--- src/core/spfc_pkg.sv ---
`default_nettype none
package spfc_pkg;
    localparam logic [5:0] CSR_ADDR      = 6'h37;
    localparam logic [7:0] CSR_RESET     = 8'h00;
    localparam int BIT_ENABLE            = 0;
    localparam int BIT_ERASE             = 1;
    localparam int BIT_WRITE             = 2;
    localparam int BIT_LOCKSEL           = 3;
    localparam int BIT_REENABLE          = 4;
    localparam int BIT_RESERVED          = 5;
    localparam int BIT_BUSY              = 6;
    localparam int BIT_IRQEN             = 7;
    localparam logic [4:0] CMD_FILL      = 5'h01;
    localparam logic [4:0] CMD_ERASE     = 5'h03;
    localparam logic [4:0] CMD_WRITE     = 5'h05;
    localparam logic [4:0] CMD_LOCKRD    = 5'h09;
    localparam logic [4:0] CMD_REENABLE  = 5'h11;
    localparam logic [2:0] SPM_WINDOW    = 3'd4;
    localparam logic [2:0] LPM_WINDOW    = 3'd3;
    localparam logic [15:0] PTR_FUSE_LO  = 16'h0000;
    localparam logic [15:0] PTR_LOCK     = 16'h0001;
    localparam logic [15:0] PTR_FUSE_EXT = 16'h0002;
    localparam logic [15:0] PTR_FUSE_HI  = 16'h0003;
    localparam int CLK_MHZ               = 40;
    localparam int PROG_TIME_US          = 4500;
    localparam int PROG_CYCLES           = PROG_TIME_US * CLK_MHZ;
    typedef enum logic [1:0] {
        SPFC_IDLE  = 2'b00,
        SPFC_ARMED = 2'b01,
        SPFC_PROG  = 2'b11
    } spfc_state_t;
endpackage : spfc_pkg
`default_nettype wire

--- src/core/spfc_page_buf.sv ---
`default_nettype none
module spfc_page_buf #(
    parameter int WORDS_LOG2 = 5
) (
    input  wire logic                  core_clk_in,
    input  wire logic                  rstn_in,
    input  wire logic                  clk_en_in,
    input  wire logic                  clear_in,
    input  wire logic                  load_in,
    input  wire logic [WORDS_LOG2-1:0] addr_in,
    input  wire logic [15:0]           data_in,
    input  wire logic [WORDS_LOG2-1:0] rd_addr_in,
    output logic      [15:0]           rd_data_out,
    output logic                       filling_out
);
    localparam int WORDS = 1 << WORDS_LOG2;
    logic [15:0]      mem [WORDS];
    logic [WORDS-1:0] valid;

    initial begin
        if (WORDS_LOG2 < 1 || WORDS_LOG2 > 8) $error("bad WORDS_LOG2");
    end

    // Cleared buffer words read as erased flash
    generate
        for (genvar i = 0; i < WORDS; i++) begin : g_word
            always_ff @(posedge core_clk_in or negedge rstn_in) begin
                if (!rstn_in) begin
                    valid[i] <= 1'b0;
                    mem[i]   <= 16'hffff;
                end else if (clk_en_in) begin
                    if (clear_in) begin
                        valid[i] <= 1'b0;
                        mem[i]   <= 16'hffff;
                    end else if (load_in && addr_in == WORDS_LOG2'(i)) begin
                        valid[i] <= 1'b1;
                        mem[i]   <= data_in;
                    end
                end
            end
        end
    endgenerate

    assign rd_data_out = mem[rd_addr_in];
    assign filling_out = |valid;
endmodule : spfc_page_buf
`default_nettype wire

--- src/core/spfc_ctrl.sv ---
// Behaviour
// RULE1: Enable bit permits a store-program only for four following cycles.
// RULE2: Pattern 00001 stores register pair into page buffer at pointer.
// RULE3: Enable clears after a store-program or after four idle cycles.
// RULE4: Enable stays high until an erase or write finishes.
// RULE5: Pattern 00101 then store-program writes buffer to pointer's page.
// RULE6: Page-write bit clears at completion or four-cycle expiry.
// RULE7: Pattern 00011 then store-program erases pointer's page.
// RULE8: Page-erase bit clears at completion or four-cycle expiry.
// RULE9: Only five listed control patterns take effect; others do nothing.
// RULE10: Re-enable during buffer fill clears the whole page buffer.
// RULE11: Lock-select plus enable: load within three cycles returns fuse/lock.
// RULE12: Ready interrupt requested while enable low and enables set.
// RULE13: Ready interrupt suppressed during EEPROM write or store-program.
// RULE14: Bit 5 reads zero; busy bit zero in small variant.
// RULE15: Busy bit high while concurrent region blocked; re-enable clears it.
// RULE16: Core stalled for programming in no-concurrent-read region.
// RULE17: Core not stalled for programming in concurrent-read region.
// RULE18: Software avoids the concurrent region while it is programmed.
// RULE19: Programming only starts from store-program in boot loader region.
// RULE20: Any page may be targeted, including boot loader pages.
// RULE21: Software polls for idle and no EEPROM write before commanding.
// RULE22: EEPROM write blocks programming and fuse/lock reads.
// RULE23: Pointer 1 lock, 0 fuse low, 3 fuse high, 2 extended fuse.
// RULE24: Page address is latched once programming starts.
// RULE25: Windows count from the cycle the register write takes effect.
`default_nettype none
module spfc_ctrl
    import spfc_pkg::*;
#(
    parameter int PAGE_WORDS_LOG2 = 5,
    parameter int PAGE_BITS       = 8,
    parameter int NO_CONCURRENT_READ_REGION_FIRST_PAGE = 192,
    parameter int HAS_RWW         = 1,
    parameter int PROG_COUNT      = spfc_pkg::PROG_CYCLES
) (
    input  wire logic                 core_clk_in,
    input  wire logic                 rstn_in,
    input  wire logic                 clk_en_in,
    input  wire logic [5:0]           io_addr_in,
    input  wire logic                 io_wr_in,
    input  wire logic [7:0]           io_wdata_in,
    output logic      [7:0]           io_rdata_out,
    input  wire logic                 spm_in,
    input  wire logic                 lpm_in,
    input  wire logic                 exec_in_boot_in,
    input  wire logic [15:0]          pointer_in,
    input  wire logic [15:0]          reg_pair_in,
    input  wire logic                 global_irq_en_in,
    input  wire logic                 eeprom_write_busy_in,
    input  wire logic [7:0]           lock_bits_in,
    input  wire logic [7:0]           fuse_lo_in,
    input  wire logic [7:0]           fuse_hi_in,
    input  wire logic [7:0]           fuse_ext_in,
    output logic                      lpm_special_out,
    output logic      [7:0]           lpm_data_out,
    output logic                      core_stall_out,
    output logic                      ready_irq_out,
    output logic                      flash_erase_out,
    output logic                      flash_write_out,
    output logic      [PAGE_BITS-1:0] flash_page_out,
    output logic      [15:0]          flash_wdata_out,
    input  wire logic                 flash_done_in
);
    localparam int WORDS = 1 << PAGE_WORDS_LOG2;
    localparam int PB_LO = PAGE_WORDS_LOG2 + 1;

    initial begin
        if (PB_LO + PAGE_BITS > 16) $error("page field exceeds pointer");
        if (NO_CONCURRENT_READ_REGION_FIRST_PAGE >= (1 << PAGE_BITS)) $error("bad NO_CONCURRENT_READ_REGION start");
        if (PROG_COUNT < 1) $error("PROG_COUNT must be positive");
    end

    spfc_state_t state;
    spfc_state_t next_state;
    logic [4:0]  ctl;
    logic        irq_en;
    logic        busy;
    logic [2:0]  win;
    logic [31:0] prog_cnt;
    logic        prog_erase;
    logic [PAGE_BITS-1:0]       page;
    logic [PAGE_WORDS_LOG2-1:0] wr_idx;
    logic [15:0] buf_rd;
    logic        filling;

    // External strobe-free levels come from the same clock domain
    wire csr_wr    = io_wr_in && io_addr_in == CSR_ADDR;
    wire [4:0] cmd = io_wdata_in[4:0];
    wire cmd_ok    = cmd == CMD_FILL || cmd == CMD_ERASE ||
                     cmd == CMD_WRITE || cmd == CMD_LOCKRD ||
                     cmd == CMD_REENABLE;
    // Writes with enable low only touch the interrupt enable
    wire accept    = csr_wr && cmd_ok && !eeprom_write_busy_in &&
                     state != SPFC_PROG; // RULE9 RULE22
    wire armed     = state == SPFC_ARMED;
    wire spm_go    = armed && spm_in && exec_in_boot_in &&
                     !eeprom_write_busy_in && win != 3'd0; // RULE1 RULE19
    wire lpm_go    = armed && lpm_in && ctl == CMD_LOCKRD &&
                     !eeprom_write_busy_in &&
                     win > SPM_WINDOW - LPM_WINDOW; // RULE11
    wire [PAGE_BITS-1:0] ptr_page = pointer_in[PB_LO +: PAGE_BITS];
    wire ptr_no_concurrent_read_region  = ptr_page >= NO_CONCURRENT_READ_REGION_FIRST_PAGE[PAGE_BITS-1:0]; // RULE20
    wire is_prog   = ctl == CMD_ERASE || ctl == CMD_WRITE;
    wire start     = spm_go && is_prog;
    wire fill_go   = spm_go && ctl == CMD_FILL; // RULE2
    wire reen_go   = spm_go && ctl == CMD_REENABLE;
    wire expire    = armed && win == 3'd1 && !spm_go && !lpm_go; // RULE25
    wire prog_end  = state == SPFC_PROG && prog_cnt == 32'd1 &&
                     flash_done_in;
    // Buffer survives an erase, so it may be filled before or after one
    wire buf_clear = (reen_go && filling) ||
                     (prog_end && !prog_erase); // RULE10

    function automatic logic [7:0] fuse_sel(input logic [15:0] p,
            input logic [7:0] lk, input logic [7:0] lo,
            input logic [7:0] hi, input logic [7:0] ex);
        case (p)
            PTR_LOCK:     fuse_sel = lk;
            PTR_FUSE_LO:  fuse_sel = lo;
            PTR_FUSE_HI:  fuse_sel = hi;
            PTR_FUSE_EXT: fuse_sel = ex;
            default:      fuse_sel = 8'hff;
        endcase
    endfunction : fuse_sel

    always_comb begin
        next_state = state;
        case (state)
            SPFC_IDLE:  if (accept) next_state = SPFC_ARMED;
            SPFC_ARMED: begin
                if (start)
                    next_state = SPFC_PROG;
                else if (spm_go || lpm_go || expire)
                    next_state = SPFC_IDLE; // RULE3
            end
            SPFC_PROG:  if (prog_end) next_state = SPFC_IDLE; // RULE4
            default:    next_state = SPFC_IDLE;
        endcase
    end

    always_ff @(posedge core_clk_in or negedge rstn_in) begin
        if (!rstn_in) begin
            state <= SPFC_IDLE;
            ctl   <= CSR_RESET[4:0];
            win   <= 3'd0;
        end else if (clk_en_in) begin
            state <= next_state;
            if (accept) begin
                ctl <= cmd;
                win <= SPM_WINDOW; // RULE1
            end else if (armed && win != 3'd0) begin
                win <= win - 3'd1;
            end
            if (next_state == SPFC_IDLE && state != SPFC_IDLE)
                ctl <= 5'h00; // RULE6 RULE8
        end
    end

    always_ff @(posedge core_clk_in or negedge rstn_in) begin
        if (!rstn_in) begin
            irq_en <= CSR_RESET[BIT_IRQEN];
        end else if (clk_en_in && csr_wr) begin
            irq_en <= io_wdata_in[BIT_IRQEN];
        end
    end

    // Busy flag only exists on variants with the concurrent region
    always_ff @(posedge core_clk_in or negedge rstn_in) begin
        if (!rstn_in) begin
            busy <= 1'b0;
        end else if (clk_en_in && HAS_RWW != 0) begin
            if (start && !ptr_no_concurrent_read_region)
                busy <= 1'b1; // RULE15
            else if (reen_go && state != SPFC_PROG)
                busy <= 1'b0; // RULE15
        end
    end

    always_ff @(posedge core_clk_in or negedge rstn_in) begin
        if (!rstn_in) begin
            prog_cnt   <= 32'd0;
            prog_erase <= 1'b0;
            page       <= '0;
            wr_idx     <= '0;
        end else if (clk_en_in) begin
            if (start) begin
                prog_cnt   <= PROG_COUNT;
                prog_erase <= ctl == CMD_ERASE; // RULE7
                page       <= ptr_page; // RULE24
                wr_idx     <= '0;
            end else if (state == SPFC_PROG) begin
                if (prog_cnt > 32'd1)
                    prog_cnt <= prog_cnt - 32'd1;
                wr_idx <= wr_idx + 1'b1;
            end
        end
    end

    spfc_page_buf #(
        .WORDS_LOG2 (PAGE_WORDS_LOG2)
    ) u_buf (
        .core_clk_in (core_clk_in),
        .rstn_in     (rstn_in),
        .clk_en_in   (clk_en_in),
        .clear_in    (buf_clear), // RULE10
        .load_in     (fill_go), // RULE2
        .addr_in     (pointer_in[PAGE_WORDS_LOG2:1]),
        .data_in     (reg_pair_in),
        .rd_addr_in  (wr_idx),
        .rd_data_out (buf_rd),
        .filling_out (filling)
    );

    // Stall covers the whole operation for pages in the halted region
    wire prog_now   = state == SPFC_PROG && !prog_end;
    wire stall_next = start ? ptr_no_concurrent_read_region :
                      prog_now && page >= NO_CONCURRENT_READ_REGION_FIRST_PAGE[PAGE_BITS-1:0];
    wire irq_next   = irq_en && global_irq_en_in && !ctl[BIT_ENABLE] &&
                      next_state == SPFC_IDLE &&
                      !eeprom_write_busy_in; // RULE12 RULE13
    wire [7:0] rd_next = {irq_en, busy, 1'b0, ctl}; // RULE14

    always_ff @(posedge core_clk_in or negedge rstn_in) begin
        if (!rstn_in) begin
            io_rdata_out    <= CSR_RESET;
            lpm_special_out <= 1'b0;
            lpm_data_out    <= 8'h00;
            core_stall_out  <= 1'b0;
            ready_irq_out   <= 1'b0;
            flash_erase_out <= 1'b0;
            flash_write_out <= 1'b0;
            flash_page_out  <= '0;
            flash_wdata_out <= 16'h0000;
        end else if (clk_en_in) begin
            io_rdata_out    <= rd_next;
            lpm_special_out <= lpm_go;
            lpm_data_out    <= fuse_sel(pointer_in, lock_bits_in,
                                        fuse_lo_in, fuse_hi_in,
                                        fuse_ext_in); // RULE23
            core_stall_out  <= stall_next; // RULE16 RULE17
            ready_irq_out   <= irq_next;
            flash_erase_out <= start ? ctl == CMD_ERASE
                                     : prog_now && prog_erase;
            flash_write_out <= start ? ctl == CMD_WRITE // RULE5
                                     : prog_now && !prog_erase;
            flash_page_out  <= start ? ptr_page : page;
            flash_wdata_out <= buf_rd;
        end
    end
endmodule : spfc_ctrl
`default_nettype wire

--- config.mk ---
export PLATFORM = sky130hd
export DESIGN_NAME = spfc_ctrl
export DESIGN_NICKNAME = d
export VERILOG_FILES = /design/src/core/spfc_pkg.sv /design/src/core/spfc_page_buf.sv /design/src/core/spfc_ctrl.sv
export SDC_FILE = /design/constraint.sdc
export NUM_CORES = 1
export LEC_CHECK = 0
export ABC_AREA = 1
export BUFFER_PORTS_ARGS = -buffer_cell sky130_fd_sc_hd__buf_2
export CAP_MARGIN = 10
export CORE_ASPECT_RATIO = 1.75
export CORE_MARGIN = 2
export CORE_UTILIZATION = 45
export DETAILED_ROUTE_END_ITERATION = 10
export PLACE_DENSITY = 0.69
export SLEW_MARGIN = 20
export SYNTH_ARGS = -nofsm -noshare
export SYNTH_HDL_FRONTEND = slang
export SYNTH_SLANG_ARGS = --single-unit
export TNS_END_PERCENT = 100
--- constraint.sdc ---
create_clock -name core_clk_in -period 3.1 [get_ports core_clk_in]
set_input_delay 0.62 -clock core_clk_in [delete_from_list [all_inputs] [get_ports core_clk_in]]
set_output_delay 0.62 -clock core_clk_in [all_outputs]
set_load 0.01 [all_outputs]
* Yosys cells after proc, flatten, opt, wreduce, memory -nomap -nowiden
Cells that the tools add are included.
** Word-level totals
- Register bits :: 638
- Input port bits :: 88
- Logic and storage cells :: 456
** Operators by class
- Add/sub/neg operators :: 3
- $lt $le $gt $ge :: 5
- Equality and inequality tests :: 50
- Muxes and demuxes :: 152
- Bitwise operators :: 1
- Reduce and logical (&&, ||, !) cells :: 164
** Operators with widths (count)
- 16-bit two-way mux :: 66
- 32-bit two-way mux :: 3
- 5-bit equality test, second input constant :: 18
- 16-bit binary-select mux with 5-bit select :: 1
- 2-bit nonzero test :: 38
- 2-bit AND reduction :: 37
- 1-bit two-way mux :: 69
- 1-bit logical AND :: 67
- 5-bit by 4-bit equality test with 1-bit output, second input constant :: 10
- 16-bit by 2-bit equality test with 1-bit output, second input constant :: 2
- 32-bit by 1-bit equality test with 1-bit output, second input constant :: 1
- 32-bit by 1-bit greater-than comparator with 1-bit output, second input constant :: 1
- 8-bit case mux with 4 select lines :: 1
- 32-bit OR reduction :: 1
- 32-bit by 1-bit subtractor with 32-bit output, second input constant :: 1
- 5-bit by 3-bit equality test with 1-bit output, second input constant :: 6
- 5-bit by 2-bit equality test with 1-bit output, second input constant :: 4
- 5-bit two-way mux :: 4
- 16-bit by 1-bit equality test with 1-bit output, second input constant :: 1
- 8-bit >= comparator, second input constant :: 2
- 16-bit zero test :: 1
- 5-bit by 1-bit equality test with 1-bit output, second input constant :: 3
- 1-bit logical OR :: 8
- 2-bit two-way mux :: 4
- 18 further kinds :: 26

* Longest topological paths before layout
Gate-level depths: netlist of the first run.
- Depth after elaboration :: 16
- Mapped depth :: 15

* Modules after synthesis
From an unflattened synthesis of the first run, not the netlist that was laid out.
** Unflattened totals
- Cells, all modules :: 3841
- Area total of the unflattened synthesis :: 32262.2 um^2
** By module, submodules not included
- spfc_page_buf :: instances 1, cells an instance 3135, area an instance 26978.4 um^2, sequential area each 14253.7 um^2
- spfc_ctrl :: instances 1, cells an instance 706, area an instance 5283.8 um^2, sequential area each 2352.3 um^2

* Worst setup path before layout of the first run
Ideal clock, no wire load.
- Path type :: register to register
- From :: register win[0]
- To :: register u_buf.mem[22] (netlist bit)
- Data arrival time :: 2.019 ns
- Required time :: 3.027 ns
- Slack :: 1.009 ns
- Cell stages (with the launch flop) :: 15
- Buffers on the path :: 1
- Path through :: dfrtp_1 inv_1 ha_1 ha_1 inv_1 nand2_2 nor2_8 nand3_4 nor2_4 nand2_2 nor2_2 buf_2 nand3_1 nand2_1 inv_1
** Between the ends
- Longest elaborated chain between the ends :: 7
** RTL lines
- start: declaration :: RTL line spfc_ctrl.sv:79 : logic [2:0] win;
- start signal: assignment :: RTL line spfc_ctrl.sv:153 : win <= win - 3'd1;
- 3-bit nonzero test * :: RTL line spfc_ctrl.sv:98 : !eeprom_write_busy_in && win != 3'd0;
- 1-bit logical AND * :: RTL line spfc_ctrl.sv:98
- 1-bit logical AND :: RTL line spfc_ctrl.sv:107 : wire reen_go = spm_go && ctl == CMD_REENABLE;
- 1-bit logical AND :: RTL line spfc_ctrl.sv:112 : wire buf_clear = (reen_go && filling) ||
- 1-bit logical OR :: RTL line spfc_ctrl.sv:112
- 2-bit nonzero test (no source line)
- 2-bit AND reduction (no source line)
- end signal: indexed assignment :: RTL line spfc_page_buf.sv:37 : mem[i] <= data_in;
- end: declaration :: RTL line spfc_page_buf.sv:17 : logic [15:0] mem [WORDS];
Mark *: on every way between the ends. The rest lies on a longest branch, timed or not.
A chain may end at the register's enable or synchronous reset.

* Worst setup path in the final report of the first run
- From :: register win[0]
- To :: register u_buf.mem[473] (netlist bit)
The elaborated chain is that of the path after synthesis.

==> results.ini, run 1 <==
[critical_path]
end_kind = flip-flop
r2r.worst_path.cells = 14
path_class = reg -> reg
worst_setup_path_startpoint = win[0]$_DFFE_PN0P_
critical_path.reg2reg.endpoint = u_buf.mem[473]$_DFFE_PN1P_
cpMostUsedCell = sky130_fd_sc_hd__inv_1
cpPeakStageDelay_ps = 400
crit_required_ps = 3670
worst_setup_path_endpoint = u_buf.mem[473]$_DFFE_PN1P_
timing.critical_path.cells = inv_1 -> ha_1 -> ha_1 -> inv_1 -> nand2_2 -> nor2_8 -> nand3_4 -> nor2_4 -> nand2_1 -> nor2_4 -> inv_2 -> nand3_2 -> nand2_1 -> inv_1
crit_path_max_fanout = 17
r2r-start = win[0]$_DFFE_PN0P_
cp-start-kind = flip-flop
rrSetupSlack_ps = 230
arrival_ps = 3430
worst_path_max_delay_cell = sky130_fd_sc_hd__dfrtp_1

[logic_synthesis]
synth-async-reset-ratio_pct = 100
synth_nets = 5200
synthAdderAreaFrac_pct = 0.203
synth_compound_area_share_pct = 8.34
synthXorXnorAreaFrac_pct = 0.687
synth_mux_area_share_pct = 0.0305
synthSimpleGateAreaFrac_pct = 29.3
synth_cell_types = 45
synth_top_family_by_area = simple AND/OR/NAND/NOR gates
yosys_warnings = 0
yosys_most_used_dff = sky130_fd_sc_hd__dfstp_2
synth_cell_area_sq_mm = 0.0370
ys_seq_elements = 638
seq_area_frac_synth_pct = 44.9
synth_edf_count = 0
syn_avg_cell_area_sq_um = 7.24
synthesis.instances = 5106

[pwr]
switching_power_mw = 9.05
combPwrFrac_pct = 30.7
internal_power_mw = 14.7
power.share.clock_pct = 31.1
switching_share_pct = 38.1
power_leakage_nw = 22.0
p_seq_share_pct = 38.1
power.density_mw_per_mm2 = 585
ir_drop_mv = 0.494

[finish]
final_cell_mix = sky130_fd_sc_hd__nand3_1, sky130_fd_sc_hd__inv_1, sky130_fd_sc_hd__nand2_1, sky130_fd_sc_hd__dfstp_2, sky130_fd_sc_hd__o21ai_0
synthToLayoutAreaGrowth_pct = 9.81
antenna_cells = 0
layout.nets = 5166
fillerInstances = 7935
drive_gt1_share_pct = 19.3
utilization_pct = 49.7
most_common_library_cell_in_the_layout_ignoring_fill_and_taps = sky130_fd_sc_hd__nand3_1

[floorplan]
die_width_um = 221
floorplan.initialDensity_pct = 45.2
ioPinCount = 133
placement_rows = 139
coreArea_sq_mm = 0.0817
fp.dieH_um = 383
dieArea_sq_mm = 0.0845

[sta]
hold_vio_cnt_final = 0
setup_tns_ps = 0
timing.final.max_slew_violations = 0
finClkSkew_ps = 25.4
fin_crit_ps = 2870
fmaxAchievable_mhz = 349
max-slew-margin-rel_pct = 26.2
max_slew.worst_pin.slew_ps = 1100
final_period_utilization_pct = 92.5
rsz0062_at_grt = false
setup_violations = 0

[global_route]
initial_antenna_violation_count = 0
first_global_vias = 31588
overflow = 0
grt_max_degree = 211
global_route.usage.total_pct = 27.2
grt_first_pass_wirelength_um = 179000

[place]
place.port_buffers = 129
place_congestion = 0.913
post_detail_place_hpwl_um = 75200

[outcome]
result_of_the_run = completed

[detailed_routing]
ant_nets = 0
1st_pass_router_iterations = 5
wirelength_per_cell_um = 18.9
post_detailed_routing_wire_length_um = 117000
vias = 32914
detailedRoute.firstIterationViolations = 3023
route.detailed.drc = 0
detail_route.vias_per_cell = 5.33

[job]
drv.max_cap_violation_count = 0

[clock_network]
cts.root.buffer_cell = sky130_fd_sc_hd__clkbuf_16
clk-insertion-delay-late_ps = 640
cts_made_buffers = 58
clock_path_buffers = 3
clk_transition_reported_paths_ps = 70
tritoncts = done
clock-sinks = 638
htree_levels = 2

[hold_path]
timing.hold.worst_path_depth = 2
min_delay_worst_type = in -> reg

-- Yosys cell counts, types with 3 or more instances --
cell type | n | area, sq um
sky130_fd_sc_hd__buf_4 | 21 | 158
sky130_fd_sc_hd__o21a_1 | 6 | 45.0
sky130_fd_sc_hd__buf_6 | 10 | 113
sky130_fd_sc_hd__nand2_1 | 868 | 3260
sky130_fd_sc_hd__nor3_1 | 3 | 15.0
sky130_fd_sc_hd__xnor2_1 | 7 | 61.3
sky130_fd_sc_hd__clkinv_1 | 4 | 15.0
sky130_fd_sc_hd__inv_1 | 1123 | 4220
sky130_fd_sc_hd__a21oi_1 | 223 | 1120
sky130_fd_sc_hd__clkbuf_1 | 122 | 458
sky130_fd_sc_hd__o211ai_1 | 25 | 188
sky130_fd_sc_hd__dfrtp_1 | 126 | 3150
sky130_fd_sc_hd__or2_2 | 3 | 18.8
sky130_fd_sc_hd__xor2_1 | 22 | 193
sky130_fd_sc_hd__ha_1 | 6 | 75.1
sky130_fd_sc_hd__dfstp_2 | 512 | 13500
sky130_fd_sc_hd__o22a_1 | 8 | 70.1
sky130_fd_sc_hd__nand3_1 | 1162 | 5820
sky130_fd_sc_hd__buf_1 | 29 | 109
sky130_fd_sc_hd__o21ai_0 | 282 | 1410
sky130_fd_sc_hd__inv_2 | 38 | 143
sky130_fd_sc_hd__nor2_1 | 140 | 526
sky130_fd_sc_hd__o21ai_1 | 5 | 25.0
sky130_fd_sc_hd__nand4_1 | 73 | 457
sky130_fd_sc_hd__nand2_2 | 16 | 100
sky130_fd_sc_hd__nand3_2 | 19 | 190
sky130_fd_sc_hd__nor2_4 | 33 | 372
sky130_fd_sc_hd__a21oi_2 | 3 | 26.3
sky130_fd_sc_hd__o22ai_1 | 24 | 150
sky130_fd_sc_hd__nor2_2 | 5 | 31.3
sky130_fd_sc_hd__buf_2 | 174 | 871
-- sequential cells by signal (all words and copies together) (netlist names), 2 cells and up --
name,flops
ctl,5
flash_page_out,8
flash_wdata_out,16
io_rdata_out,7
lpm_data_out,8
prog_cnt,32
state,2
u_buf.mem,512
u_buf.valid,32
win,3
wr_idx,5
-- layer usage --
| layer | routed length, um | share of wire (%) | vias to the layer above | track usage [%] |
|---|---|---|---|---|
| li1 | - | - | 15836 | - |
| met1 | 42700 | 37 | 15490 | 31.3 |
| met2 | 56900 | 49 | 1265 | 46.0 |
| met3 | 7110 | 6.1 | 323 | 2.93 |
| met4 | 9880 | 8.5 | 0 | 20.4 |
| met5 | 0 | 0 | - | 0 |
-- metrics by stage --
stage	hold slack, ps	total power, mW	cell area [sq um]	cells	setup slack (ps)
after floorplan	324	13.2	37000	5106	1010
after global placement	450	16.2	38600	6067	306
after detailed placement	461	16.3	38600	6067	251
after CTS	202	23.7	40600	6174	226
after global routing	215	24.7	40600	6175	39.9
final	227	23.7	40600	6175	234
-- power by group through the flow --
| stage | registers (mW) | clock network, mW | logic (mW) |
|---|---|---|---|
| floorplan | 9.04 | 0 | 4.13 |
| global placement | 9.16 | 0 | 7.08 |
| detailed placement | 9.17 | 0 | 7.13 |
| CTS | 9.05 | 7.53 | 7.16 |
| global route | 9.09 | 7.80 | 7.82 |
| finish | 9.05 | 7.39 | 7.30 |
-- cell families (layout without fill, tap and decap cells) --
| family | after synthesis | count (layout) |
|---|---|---|
| adder cells (fa/ha/maj) | 6 | 6 |
| AO/OA/AOI/OAI | 581 | 581 |
| multiplexers | 1 | 1 |
| other | 1 | 1 |
| AND/OR/NAND/NOR | 2328 | 2328 |
| buffers and inverters | 1522 | 1534 |
| flip-flops | 638 | 638 |
| XOR/XNOR | 29 | 29 |
-- worst min path at each step --
stage | startpoint | endpoint | slack, ps
floorplan | rstn_in | busy$_DFFE_PN0P_ | 320
global placement | io_rdata_out[7]$_DFFE_PN0P_ | io_rdata_out[7]$_DFFE_PN0P_ | 450
detailed placement | io_rdata_out[7]$_DFFE_PN0P_ | io_rdata_out[7]$_DFFE_PN0P_ | 460
CTS | io_wdata_in[7] | irq_en$_DFFE_PN0P_ | 200
global route | io_wdata_in[7] | irq_en$_DFFE_PN0P_ | 210
finish | io_wdata_in[7] | irq_en$_DFFE_PN0P_ | 230
-- final cells by class --
| class | count | area, sq um | area share (%) |
|---|---|---|---|
| inverters | 1166 | 4390 | 10.8 |
| clock buffers | 93 | 1780 | 4.38 |
| well taps | 1057 | 1320 | 3.26 |
| clock inverters | 13 | 120 | 0.296 |
| flip-flops and latches | 638 | 16600 | 40.9 |
| repair buffers | 262 | 2080 | 5.13 |
| multi-input cells | 2946 | 14300 | 35.2 |
-- what timing repair did --
action	in CTS	in global routing
resized for setup	0	2
endpoints found under the setup margin	0	137
buffers inserted	0	0
endpoints found under the hold margin	4	0
hold buffers	1	0
-- critical path: cells and delay by family, from the launching register on --
family / cells / cell delay (ps)
adder cells (fa/ha/maj): 2 / 370
AND/OR/NAND/NOR: 8 / 1470
buffers and inverters: 4 / 530
flip-flops: 1 / 400
No activity file was read; power rests on OpenSTA's default activity.
==> run 2, diff against run 1 <==
REMOVE_ABC_BUFFERS = 1   (was default)
==> run 2 against run 1 <==
Effect of this change: global-route usage rose by 1.0 points; final cell count rose by 0.16%; critical path depth is 5 lower; wire length grew 2.6%; worst hold slack worse by 200 ps; sequential power about the same; flip-flop and latch count stayed put; maximum frequency fell by 0.54%; die area is the same; critical endpoint is now u_buf.valid[4]$_DFFE_PN0P_.
==> results.ini, run 2 (synthesis results as in run 1) <==
[outcome]
result_of_the_run = completed

[pwr]
ir_drop_mv = 0.672  ; +36%
power.density_mw_per_mm2 = 589  ; +0.79%
report.power.total_mw = 24.0  ; +0.92%
power_leakage_nw = 22.1  ; +0.19%

[place]
post_detail_place_hpwl_um = 75600  ; +0.45%
place.port_buffers = 129  ; unchanged
place_congestion = 0.925  ; +1.3%

[clock_network]
cts_hold_repair.buffers = 0  ; -1
post_cts.resized_instances = 0  ; unchanged
post-cts-setup-buffers = 0  ; unchanged
tritoncts = done
htree_levels = 2  ; unchanged
clk-insertion-delay-late_ps = 680  ; +40 ps
clock-sinks = 638  ; unchanged
clock_path_buffers = 3  ; unchanged
clk_transition_reported_paths_ps = 70  ; about the same
cts.root.buffer_cell = sky130_fd_sc_hd__clkbuf_16
cts_made_buffers = 61  ; +5.2%

[sta]
timing.final.max_slew_violations = 0  ; unchanged
max_slew.worst_pin.slew_ps = 894  ; -206 ps
fin_crit_ps = 2880  ; +15.7 ps
max-slew-margin-rel_pct = 40.4  ; +14 points
setup_violations = 0  ; unchanged
fmaxAchievable_mhz = 347  ; -0.54%
finClkSkew_ps = 30.5  ; +5.14 ps
rsz0062_at_grt = false
hold_vio_cnt_final = 0  ; unchanged
final_period_utilization_pct = 93.0  ; +0.51 points

[detailed_routing]
route.detailed.drc = 0  ; unchanged
post_detailed_routing_wire_length_um = 120000  ; +2.6%
detailedRoute.firstIterationViolations = 3116  ; +3.1%
detail_route.vias_per_cell = 5.39  ; +1.1%
ant_nets = 0  ; unchanged
vias = 33331  ; +1.3%
1st_pass_router_iterations = 6  ; +1
wirelength_per_cell_um = 19.4  ; +2.5%

[global_route]
grt_first_pass_wirelength_um = 184000  ; +2.7%
grt_max_degree = 141  ; -33%
initial_antenna_violation_count = 3  ; +3
global_route.usage.total_pct = 28.2  ; +1.0 points
overflow = 0  ; unchanged
first_global_vias = 31818  ; +0.73%

[finish]
synthToLayoutAreaGrowth_pct = 9.95
biggestRegsByFlops = u_buf.mem: 512 flops, prog_cnt: 32 flops, u_buf.valid: 32 flops
top_register = u_buf.mem
utilization_pct = 49.7  ; +0.064 points
drive_gt1_share_pct = 19.5  ; +0.15 points
largest_register_ff_count = 512  ; unchanged
fillerInstances = 7940  ; +0.063%
layout.nets = 5170  ; +0.077%
most_common_library_cell_in_the_layout_ignoring_fill_and_taps = sky130_fd_sc_hd__nand3_1
final_cell_mix = sky130_fd_sc_hd__nand3_1, sky130_fd_sc_hd__inv_1, sky130_fd_sc_hd__nand2_1, sky130_fd_sc_hd__dfstp_2, sky130_fd_sc_hd__o21ai_0

[job]
drv.max_cap_violation_count = 0  ; unchanged

[critical_path]
end_kind = flip-flop
worstPathBufferInverterCount = 2  ; -2
cp-start-kind = flip-flop
path_class = reg -> reg
cpLargestDelayFamily = simple AND/OR/NAND/NOR gates
arrival_ps = 3440  ; about the same
cpPeakStageDelay_ps = 550  ; +150 ps
crit_required_ps = 3660  ; about the same
cpMostUsedCell = sky130_fd_sc_hd__nand2_1
crit_path_max_fanout = 26  ; +9
worst_path_max_delay_cell = sky130_fd_sc_hd__clkinv_2
timing.critical_path.cells = inv_1 -> nand4_1 -> nor2_1 -> nand2_1 -> o21ai_1 -> nand2_1 -> nand2_4 -> clkinv_2 -> a21oi_1

[floorplan]
floorplan.initialDensity_pct = 45.2  ; unchanged
placement_rows = 139  ; unchanged
die_width_um = 221  ; unchanged
dieArea_sq_mm = 0.0845  ; unchanged
coreArea_sq_mm = 0.0817  ; unchanged
fp.dieH_um = 383  ; unchanged
ioPinCount = 133  ; unchanged

[hold_path]
min_delay_worst_type = in -> async

run 2: cell types whose count changed in the layout (fill, tap and decap cells not counted), sizes merged:
| cell | change |
|---|---|
| bufinv | +1 |
| diode | +3 |
| dlygate4sd3 | -1 |
| clkbuf | +3 |
| buf | +3 |
| inv | +1 |
run 2: per-stage QoR:
stage	TNS, ps	instances	hold WS [ps]	setup WS [ps]	instance area (sq um)
detailed placement	0	6070	462	245	38600
floorplan	-3833300	4750	324	-9420	35300
finish	0	6185	30.9	218	40600
global placement	0	6070	450	274	38600
CTS	0	6182	11.6	238	40600
global route	0	6182	31.8	40.0	40600
run 2: final timing paths:
kind,startpoint,to,slack [ps],cells past startpoint
worst max-delay path,u_buf.valid[10]$_DFFE_PN0P_,u_buf.valid[4]$_DFFE_PN0P_,220,9
worst min-delay path,rstn_in,u_buf.mem[86]$_DFFE_PN1P_,30,1
worst max register to register,u_buf.valid[10]$_DFFE_PN0P_,u_buf.valid[4]$_DFFE_PN0P_,220,9
worst min register to register,flash_wdata_out[2]$_DFFE_PN0P_,flash_wdata_out[2]$_DFFE_PN0P_,470,2
max in group asynchronous,rstn_in,u_buf.valid[29]$_DFFE_PN0P_,2250,2
min in group core_clk_in,io_wdata_in[7],irq_en$_DFFE_PN0P_,190,2
run 2: report_power, final:
group	internal, mW	switching (mW)	total (mW)
clock	4.33	3.47	7.80
sequential	8.67	0.379	9.05
combinational	1.89	5.22	7.11
run 2: worst register-to-register path, stage by stage (launching register included):
cell,delay [ps]
sky130_fd_sc_hd__dfrtp_1,360
sky130_fd_sc_hd__inv_1,80
sky130_fd_sc_hd__nand4_1,110
sky130_fd_sc_hd__nor2_1,310
sky130_fd_sc_hd__nand2_1,300
sky130_fd_sc_hd__o21ai_1,200
sky130_fd_sc_hd__nand2_1,190
sky130_fd_sc_hd__nand2_4,370
sky130_fd_sc_hd__clkinv_2,560
sky130_fd_sc_hd__a21oi_1,310
run 2: per-layer routing:
| layer | part of all wire (%) | vias up | track usage, % |
|---|---|---|---|
| li1 | - | 15870 | - |
| met1 | 37 | 15666 | 33.1 |
| met5 | 0.0092 | - | 0 |
| met2 | 47 | 1357 | 45.3 |
| met3 | 6.6 | 436 | 3.94 |
| met4 | 9.4 | 2 | 23.2 |
run 2: layout make-up:
class | instances | area [sq um] | share of cell area [%]
Inverter | 1166 | 4390 | 10.8
Timing Repair Buffer | 263 | 2000 | 4.92
Clock buffer | 97 | 1850 | 4.56
Multi-Input combinational cell | 2946 | 14300 | 35.1
Antenna cell | 3 | 7.51 | 0.0185
Sequential cell | 638 | 16600 | 40.9
Clock inverter | 15 | 171 | 0.422
Tap cell | 1057 | 1320 | 3.25
